File: src/hdl/rpc_params.svh
// Notes on behaviour
// - while power_down_reset_n is low the core supply regulator is off, and it turns on once the pin is high.
// - converter and core stay in reset until the core supply has reached 1.2 V and the power-on reset has released.
// - once released, the core is reset again only by a soft reset or when the supply falls below 0.6 V, a trip point used while the pin is low.
// - writing bit 7 of soft_reset_control resets the part, which is not assured after analog supply loss.
// - bit 4 of register 0x01 picks the PLL reference, master clock input or frame clock.
// - with the frame clock as reference the PLL covers 32 kHz to 192 kHz sample rates.
// - in master clock mode bits 2:0 of register 0x01 give the ratio, codes 0 to 4 meaning 128 to 768 at 32 to 48 kHz.
// - at 96 kHz codes 0 to 4 mean 64 to 384, and at 192 kHz they mean 32 to 192.
// - bit 7 of register 0x01 reports PLL lock and can be polled.
// - the high-pass filter is first order, 1.4 Hz at 48 kHz, scaling with the sample rate.
// - the reference output is off in reset and on only once the pin is high.
`ifndef RPC_PARAMS_SVH
`define RPC_PARAMS_SVH
`define RPC_ADDR_SOFT_RESET 8'h00
`define RPC_ADDR_PLL_SETUP  8'h01
`define RPC_BIT_SRST        7
`define RPC_BIT_LOCK        7
`define RPC_BIT_CLKSEL      4
`define RPC_BIT_PLL_EN      3
`define RPC_RATIO_HI        2
`define RPC_SOFT_RESET_RST  8'h00
`define RPC_PLL_SETUP_RST   8'h09
`define RPC_RATIO_MAX       3'h4
`define RPC_LOCK_TIME_US    50
`define RPC_CLK_MHZ         200
`define RPC_LOCK_CYC        (`RPC_LOCK_TIME_US * `RPC_CLK_MHZ)
`define RPC_SRST_CYC        8
`define RPC_HPF_ORDER       1
`define RPC_HPF_CUTOFF_MHZ  1400
`define RPC_HPF_REF_HZ      48000
`endif

File: src/hdl/rpc_pkg.sv
package rpc_pkg;
  typedef enum logic [2:0] {
    RPC_OFF   = 3'b001,
    RPC_RAMP  = 3'b010,
    RPC_RUN   = 3'b100
  } rpc_state_t;
  typedef struct packed {
    logic       wr;
    logic       rd;
    logic [7:0] addr;
    logic [7:0] wdata;
  } rpc_req_t;
  typedef struct packed {
    logic       supply_above_hi;
    logic       supply_above_lo;
  } rpc_mon_t;
endpackage

File: src/hdl/rpc_top.sv
`timescale 1ns/10ps
`default_nettype none
`include "rpc_params.svh"
module rpc_top #(
  parameter int LOCK_CYC = `RPC_LOCK_CYC
) (
  // system
  input  wire logic             mclk,
  input  wire logic             rst,
  // pins and supply monitor
  input  wire logic             power_down_reset_n,
  input  wire rpc_pkg::rpc_mon_t mon,
  input  wire logic             ref_clock_active,
  // control port register access
  input  wire rpc_pkg::rpc_req_t req,
  output logic [7:0]            rdata,
  // analog and core control
  output logic                  regulator_en,
  output logic                  vref_en,
  output logic                  core_reset,
  output logic                  pll_enable,
  output logic                  pll_ref_is_frame,
  output logic [2:0]            mclk_ratio_code
);
  import rpc_pkg::*;

  // ----------------------------------------
  // power-on reset
  // ----------------------------------------
  rpc_state_t state_r;
  logic       srst_pend_r;
  logic [3:0] srst_cnt_r;
  logic       soft_rst;

  always_ff @(posedge mclk) begin
    if (rst) begin
      state_r <= RPC_OFF;
    end else begin
      case (state_r)
        RPC_OFF: begin
          if (power_down_reset_n) begin
            state_r <= RPC_RAMP;
          end
        end
        RPC_RAMP: begin
          if (!power_down_reset_n && !mon.supply_above_lo) begin
            state_r <= RPC_OFF;
          end else if (power_down_reset_n && mon.supply_above_hi) begin
            state_r <= RPC_RUN;
          end
        end
        RPC_RUN: begin
          // hysteresis: a short dip with the pin high cannot reset the core
          if (!power_down_reset_n && !mon.supply_above_lo) begin
            state_r <= RPC_OFF;
          end
        end
        default: state_r <= RPC_OFF;
      endcase
    end
  end

  assign regulator_en = power_down_reset_n;
  assign vref_en      = power_down_reset_n && !rst;
  assign core_reset   = (state_r != RPC_RUN) || soft_rst;

  // ----------------------------------------
  // registers
  // ----------------------------------------
  logic       srst_bit_r;
  logic [7:0] pll_setup_r;
  logic       cfg_write;
  logic       srst_write;

  assign cfg_write  = req.wr && (req.addr == `RPC_ADDR_PLL_SETUP);
  assign srst_write = req.wr && (req.addr == `RPC_ADDR_SOFT_RESET) && req.wdata[`RPC_BIT_SRST];

  // soft reset bit self-clears when its pulse ends
  always_ff @(posedge mclk) begin
    if (rst || state_r != RPC_RUN) begin
      srst_pend_r <= 1'b0;
      srst_cnt_r  <= 4'h0;
    end else if (srst_write) begin
      srst_pend_r <= 1'b1;
      srst_cnt_r  <= 4'(`RPC_SRST_CYC);
    end else if (srst_cnt_r != 4'h0) begin
      srst_cnt_r <= srst_cnt_r - 4'h1;
    end else begin
      srst_pend_r <= 1'b0;
    end
  end
  assign soft_rst   = srst_pend_r;
  assign srst_bit_r = srst_pend_r;

  always_ff @(posedge mclk) begin
    if (rst || core_reset) begin
      pll_setup_r <= `RPC_PLL_SETUP_RST;
    end else if (cfg_write) begin
      pll_setup_r <= {1'b0, req.wdata[6:0]};
    end
  end

  assign pll_enable       = pll_setup_r[`RPC_BIT_PLL_EN];
  assign pll_ref_is_frame = pll_setup_r[`RPC_BIT_CLKSEL];
  // ratio meaning by sample rate lives in the analog PLL; codes above 4 are not valid
  assign mclk_ratio_code  = pll_setup_r[`RPC_RATIO_HI:0];

  // ----------------------------------------
  // lock tracking
  // ----------------------------------------
  logic [$clog2(LOCK_CYC+1)-1:0] lock_cnt_r;
  logic                          lock_r;
  logic                          lock_stop;
  logic                          lock_full;

  // any setup write restarts the count, so a reprogrammed loop never shows a stale lock
  assign lock_stop = rst || core_reset || !pll_enable || cfg_write || !ref_clock_active;
  assign lock_full = (lock_cnt_r == ($bits(lock_cnt_r))'(LOCK_CYC));

  always_ff @(posedge mclk) begin
    if (lock_stop) begin
      lock_cnt_r <= '0;
      lock_r     <= 1'b0;
    end else if (lock_full) begin
      lock_r <= 1'b1;
    end else begin
      lock_cnt_r <= lock_cnt_r + 1'b1;
    end
  end

  always_ff @(posedge mclk) begin
    if (rst) begin
      rdata <= 8'h00;
    end else if (req.rd && req.addr == `RPC_ADDR_SOFT_RESET) begin
      rdata <= {srst_bit_r, 7'h00};
    end else if (req.rd && req.addr == `RPC_ADDR_PLL_SETUP) begin
      rdata <= {lock_r, pll_setup_r[6:0]};
    end else if (req.rd) begin
      rdata <= 8'h00;
    end
  end

  // ----------------------------------------
  // high-pass corner
  // ----------------------------------------
  // the filter sits in the audio path outside this block; only its scaling
  // law is kept here, so the corner tracks whatever sample rate is in use
  localparam int HPF_ORDER      = `RPC_HPF_ORDER;
  localparam int HPF_CUTOFF_MHZ = `RPC_HPF_CUTOFF_MHZ;
  localparam int HPF_REF_HZ     = `RPC_HPF_REF_HZ;

  // corner in millihertz for a sample rate in hertz, in direct proportion
  function automatic longint hpf_corner_mhz(input longint rate_hz);
    return (rate_hz * HPF_CUTOFF_MHZ) / HPF_REF_HZ;
  endfunction

  // ----------------------------------------
  // checks: power and reset
  // ----------------------------------------
  regulator_follows_a: assert property (@(posedge mclk) regulator_en == power_down_reset_n)
    else $error("regulator not following pin");
  vref_off_a: assert property (@(posedge mclk) !power_down_reset_n |-> !vref_en)
    else $error("vref on in reset");
  vref_on_a: assert property (@(posedge mclk) (power_down_reset_n && !rst) |-> vref_en)
    else $error("vref off with pin high");
  state_onehot_a: assert property (@(posedge mclk) disable iff (rst)
    $onehot(state_r))
    else $error("power state not one-hot");
  ramp_entry_a: assert property (@(posedge mclk) disable iff (rst)
    (state_r == RPC_OFF && power_down_reset_n) |=> state_r == RPC_RAMP)
    else $error("pin high did not start ramp");
  off_holds_a: assert property (@(posedge mclk) disable iff (rst)
    (state_r == RPC_OFF && !power_down_reset_n) |=> state_r == RPC_OFF)
    else $error("core woke with pin low");
  core_held_a: assert property (@(posedge mclk) disable iff (rst)
    (state_r != RPC_RUN) |-> core_reset)
    else $error("core left reset early");
  run_needs_supply_a: assert property (@(posedge mclk) disable iff (rst)
    (state_r == RPC_RAMP && !mon.supply_above_hi) |=> state_r != RPC_RUN)
    else $error("core released below upper trip");
  core_release_a: assert property (@(posedge mclk) disable iff (rst)
    (state_r == RPC_RAMP && power_down_reset_n && mon.supply_above_hi) |=> state_r == RPC_RUN)
    else $error("core not released at upper trip");
  no_glitch_reset_a: assert property (@(posedge mclk) disable iff (rst)
    (state_r == RPC_RUN && power_down_reset_n) |=> state_r == RPC_RUN)
    else $error("core reset while pin high");
  lo_trip_reset_a: assert property (@(posedge mclk) disable iff (rst)
    (state_r != RPC_OFF && !power_down_reset_n && !mon.supply_above_lo) |=> state_r == RPC_OFF)
    else $error("core not reset below lower trip");

  // ----------------------------------------
  // checks: soft reset
  // ----------------------------------------
  soft_reset_a: assert property (@(posedge mclk) disable iff (rst)
    (state_r == RPC_RUN && srst_write) |=> core_reset[*8])
    else $error("soft reset did not hold core");
  srst_load_a: assert property (@(posedge mclk) disable iff (rst)
    (state_r == RPC_RUN && srst_write) |=> (srst_pend_r && srst_cnt_r == 4'(`RPC_SRST_CYC)))
    else $error("soft reset pulse not loaded");
  srst_count_a: assert property (@(posedge mclk) disable iff (rst)
    (state_r == RPC_RUN && !srst_write && srst_cnt_r != 4'h0) |=> srst_cnt_r == $past(srst_cnt_r) - 4'h1)
    else $error("soft reset counter skipped");
  srst_end_a: assert property (@(posedge mclk) disable iff (rst)
    (state_r == RPC_RUN && !srst_write && srst_pend_r && srst_cnt_r == 4'h0) |=> !srst_pend_r)
    else $error("soft reset pulse did not end");
  srst_idle_a: assert property (@(posedge mclk) disable iff (rst)
    !srst_pend_r |-> srst_cnt_r == 4'h0)
    else $error("soft reset counter running while idle");
  srst_drop_a: assert property (@(posedge mclk) disable iff (rst)
    (state_r != RPC_RUN) |=> !srst_pend_r)
    else $error("soft reset pending through power reset");

  // ----------------------------------------
  // checks: pll setup
  // ----------------------------------------
  ref_select_a: assert property (@(posedge mclk) disable iff (rst)
    (cfg_write && !core_reset) |=> pll_ref_is_frame == $past(req.wdata[`RPC_BIT_CLKSEL]))
    else $error("reference select not stored");
  ratio_stored_a: assert property (@(posedge mclk) disable iff (rst)
    (cfg_write && !core_reset) |=> mclk_ratio_code == $past(req.wdata[`RPC_RATIO_HI:0]))
    else $error("ratio not stored");
  setup_hold_a: assert property (@(posedge mclk) disable iff (rst)
    (!cfg_write && !core_reset) |=> $stable(pll_setup_r))
    else $error("pll setup changed without a write");
  setup_default_a: assert property (@(posedge mclk) disable iff (rst)
    core_reset |=> pll_setup_r == `RPC_PLL_SETUP_RST)
    else $error("pll setup not defaulted in reset");
  lock_bit_ro_a: assert property (@(posedge mclk) disable iff (rst)
    pll_setup_r[`RPC_BIT_LOCK] == 1'b0)
    else $error("lock bit stored from a write");

  // ----------------------------------------
  // checks: lock
  // ----------------------------------------
  lock_clear_a: assert property (@(posedge mclk) disable iff (rst)
    (core_reset || !pll_enable || cfg_write) |=> !lock_r)
    else $error("lock shown while unlockable");
  lock_noref_a: assert property (@(posedge mclk) disable iff (rst)
    !ref_clock_active |=> !lock_r)
    else $error("lock shown without reference");
  lock_count_a: assert property (@(posedge mclk) disable iff (rst)
    (!lock_stop && !lock_full) |=> lock_cnt_r == $past(lock_cnt_r) + 1'b1)
    else $error("lock counter stalled");
  lock_set_a: assert property (@(posedge mclk) disable iff (rst)
    (!lock_stop && lock_full) |=> lock_r)
    else $error("lock not reported after settle time");
  lock_late_a: assert property (@(posedge mclk) disable iff (rst)
    $rose(lock_r) |-> $past(lock_full))
    else $error("lock reported before settle time");

  // ----------------------------------------
  // checks: read back
  // ----------------------------------------
  read_lock_a: assert property (@(posedge mclk) disable iff (rst)
    (req.rd && req.addr == `RPC_ADDR_PLL_SETUP) |=> (rdata[7] == $past(lock_r) && rdata[6:0] == $past(pll_setup_r[6:0])))
    else $error("pll setup read wrong");
  read_srst_a: assert property (@(posedge mclk) disable iff (rst)
    (req.rd && req.addr == `RPC_ADDR_SOFT_RESET) |=> (rdata[7] == $past(srst_pend_r) && rdata[6:0] == 7'h00))
    else $error("soft reset read wrong");
  read_unmapped_a: assert property (@(posedge mclk) disable iff (rst)
    (req.rd && req.addr != `RPC_ADDR_SOFT_RESET && req.addr != `RPC_ADDR_PLL_SETUP) |=> rdata == 8'h00)
    else $error("unmapped read not zero");
  rdata_hold_a: assert property (@(posedge mclk) disable iff (rst)
    !req.rd |=> $stable(rdata))
    else $error("read data changed without a read");

  c_run: cover property (@(posedge mclk) disable iff (rst) state_r == RPC_RAMP ##1 state_r == RPC_RUN);
  c_lock: cover property (@(posedge mclk) disable iff (rst) $rose(lock_r));
  c_srst: cover property (@(posedge mclk) disable iff (rst) $rose(srst_pend_r));
  c_frame_lock: cover property (@(posedge mclk) disable iff (rst) pll_ref_is_frame && $rose(lock_r));
  c_dip_ride: cover property (@(posedge mclk) disable iff (rst)
    state_r == RPC_RUN && !mon.supply_above_hi && !power_down_reset_n);
endmodule // rpc_top
`default_nettype wire

File: config.mk
export PLATFORM = sky130hd
export DESIGN_NAME = rpc_top
export DESIGN_NICKNAME = d
export VERILOG_FILES = /design/src/hdl/rpc_pkg.sv /design/src/hdl/rpc_top.sv
export VERILOG_INCLUDE_DIRS = /design/src /design/src/hdl
export SDC_FILE = /design/constraint.sdc
export NUM_CORES = 1
export LEC_CHECK = 0
export BUFFER_PORTS_ARGS = -buffer_cell sky130_fd_sc_hd__buf_2
export CORE_UTILIZATION = 30
export CTS_CLUSTER_DIAMETER = 80
export DETAILED_ROUTE_END_ITERATION = 12
export PLACE_DENSITY_LB_ADDON = 0.08
export SLEW_MARGIN = 20
export SYNTH_ARGS = -nofsm -noshare
export SYNTH_HDL_FRONTEND = slang
export SYNTH_SLANG_ARGS = --single-unit
File: constraint.sdc
create_clock -name mclk -period 2.5 [get_ports mclk]
set_input_delay 0.5 -clock mclk [delete_from_list [all_inputs] [get_ports mclk]]
set_output_delay 0.5 -clock mclk [all_outputs]
set_load 0.02 [all_outputs]
==> results.toml <==
[status]
outcome = "completed"

[clocking]
cts_resized = 0
cts.path.max_buffers = 2
postCtsSetupBuffers = 0
clkLatencyLatePin_ns = 0.28
cts_tree = "done"
cts_inserted_buffers = 5
clkSlewWorstSetupHoldPaths_ns = 0.08
tritoncts_num_sinks = 38
h-tree-depth = 2
cts-hold-fix-buffers = 0
ctsRootBufferMaster = "sky130_fd_sc_hd__clkbuf_8"

[pwr]
powerDensity_nw_per_um2 = 623
peakVddDrop_mv = 0.304
leakage_nw = 0.745

[layout]
mostFrequentLayoutCell = "sky130_fd_sc_hd__buf_2"
area_delta_synth_final_pct = 22.9
insertedDiodeCount = 0
most-common-layout-cells = "sky130_fd_sc_hd__buf_2, sky130_fd_sc_hd__dfxtp_1, sky130_fd_sc_hd__nor2_1, sky130_fd_sc_hd__nand2_1"
post_route_cells_drive_above_1_share_pct = 27.6
fillers = 560
design.final.nets = 252

[grt]
gr-usage-all-layers_pct = 12.4
grt_pass1_vias = 1301
global_route.overflow_total = 0
grt_antenna_before_repair = 0
largest_net_degree_at_the_start_of_global_routing = 16
first_pass_grt_wire_length_um = 5800

[die]
die_y_um = 77.0
floorplan.io_pins = 40
die_area_um2 = 5930
rows = 26
coreArea_um2 = 5270
fp.dieW_um = 77.0
initial_utilization_pct = 32.1

[place]
dp_hpwl_um = 2610
port_buffers = 39
gp_congestion = 0.789

[sta]
maxClockFrequency_mhz = 529
post-route-period-util_pct = 75.6
final.hold.worst_slack_ns = 0.452
hold_viol = 0
finalSetupTns_ns = 0
worst_slew_margin_rel_pct = 64.7
worst_max_slew_pin_slew_ns = 0.528
finalSetupViolCount = 0
timing.final.max_slew_violations = 0
final_period_minus_worst_setup_slack_ns = 1.89
clock_skew_ns = 0.00429
grt_setup_unrepaired = "no"

[critical_path]
setup.worst_path.class = "reg2out"
critical_path_arrival_ns = 1.39
end_kind = "output port"
worst_path_cell_trace = "or4b_4 -> buf_2"
required_ns = 2.00
worstPathMaxFanout = 7
startpoint = "state_r[0]"
timing.reg2reg.setup_slack_ns = 0.77
critical_path.slowest_cell = "sky130_fd_sc_hd__or4b_4"
critPathBufInv = 1
critPathMaxStageDelay_ns = 0.57
critical_path.startpoint_type = "register"
critical_path.reg2reg.startpoint = "state_r[0]"
critical-path-top-delay-family = "simple AND/OR/NAND/NOR gates"

[drt]
drt-initial-drc-count = 29
drt_first_pass_iters = 4
drc = 0
drt-wirelength-per-cell_um = 11.8
vias = 1379
routed_via_density = 4.67
wl_um = 3470
number_of_nets_with_antenna_violations_after_detailed_routing = 0

[synthesis]
postSynthNetCount = 212
netlist_area_um2 = 1690
synthesis.instances = 184
ys.warnings.count = 0
synth-seq-cells = 38
yosysSeqAreaShare_pct = 45.0
synthesis.area_per_instance_um2 = 9.18
netlist-cell-type-count = 41

[flow_run]
max_cap_viol_count = 0

[hold_path]
hp-class = "in2reg"
worst_hold_startpoint = "req[6]"
## Yosys cell counts (all sizes together)
library cell   n  share of area, %
o21ai          7               2.1
mux2i          1              0.59
xnor2          9               4.7
nand4          8               3.3
or3            2              0.74
or4b           2               1.4
buf            6               2.7
nand2b         2              0.74
or4            2               1.1
nand3          9               2.7
or2b           1              0.44
inv            9               2.0
xor2           5               2.6
a21oi          8               2.4
or2            1              0.37
a2111oi        2               1.0
nor2b          2              0.74
nor3           9               2.7
or3b           1              0.52
nor3b          1              0.74
mux2           2               1.3
nor2          26               6.1
ha             4               3.0
nor4           3               2.4
o21bai         1              0.44
nand2         10               2.2
clkbuf         2              0.44
a22o           7               3.6
a211oi         1              0.44
dfxtp         38                45
a31oi          1              0.37
and4           2               1.1
## final timing paths
| check | end | depth (start not counted) |
|---|---|---|
| min | pll_setup_r[6] | 3 |
| min reg2reg | rdata[7] | 2 |
| max | core_reset | 2 |
| max reg2reg | lock_cnt_r[2] | 4 |
## kinds of logic after synthesis
logic type      Yosys count  synth area share (%)
flops                    38                  45.0
fa+ha+maj                 4                  2.96
simple gates             81                  27.3
compound gates           27                  10.4
xor+xnor                 14                  7.26
mux                       3                  1.93
buf+inv                  17                  5.18
## layout make-up
type                            count  area (µm²)  share of cell area (%)
Timing Repair Buffer               41         210                    10.1
Clock inverter                      2        60.1                    2.89
Clock buffer                        6        82.6                    3.98
Tap cell                           70        87.6                    4.22
Sequential cell                    38         761                    36.6
Multi-Input combinational cell    129         841                    40.5
Inverter                            9        33.8                    1.63
## layer usage
layer | GRT usage (%) | share of wire (%) | wire length, µm
met5 | 0 | 0 | 0
met4 | 4.53 | 0.75 | 26
met3 | 4.05 | 3.4 | 119
met2 | 21.3 | 49 | 1710
met1 | 14.3 | 47 | 1620
## state kept, by name (all words and copies together), names as in the netlist
register	flops
state_r	3
lock_r	1
lock_cnt_r	14
pll_setup_r	7
srst_cnt_r	4
rdata	8
soft_rst	1
## power breakdown
| part | internal, mW | switching, mW | leakage (nW) |
|---|---|---|---|
| registers | 0.607 | 0.00321 | 0.306 |
| clock network | 0.426 | 0.215 | 0.0714 |
| logic | 0.0207 | 0.0213 | 0.367 |
| total | 1.05 | 0.239 | 0.745 |
## worst min-delay path: stages
cell	delay (ns)
sky130_fd_sc_hd__buf_2	0.09
sky130_fd_sc_hd__nand2_1	0.04
sky130_fd_sc_hd__o21ai_0	0.06
## stage by stage
stage	cells	total power, mW	instance area [µm²]	worst slack (ns)	util (%)
finish	295	1.29	2080	0.609	39.4
global route	295	1.35	2080	0.550	39.4
CTS	295	1.31	2080	0.599	39.4
detailed placement	287	0.667	1930	0.518	36.7
global placement	287	0.666	1930	0.610	36.7
floorplan	184	0.642	1690	0.874	-
Note: power is estimated with default switching activity, not from simulation.
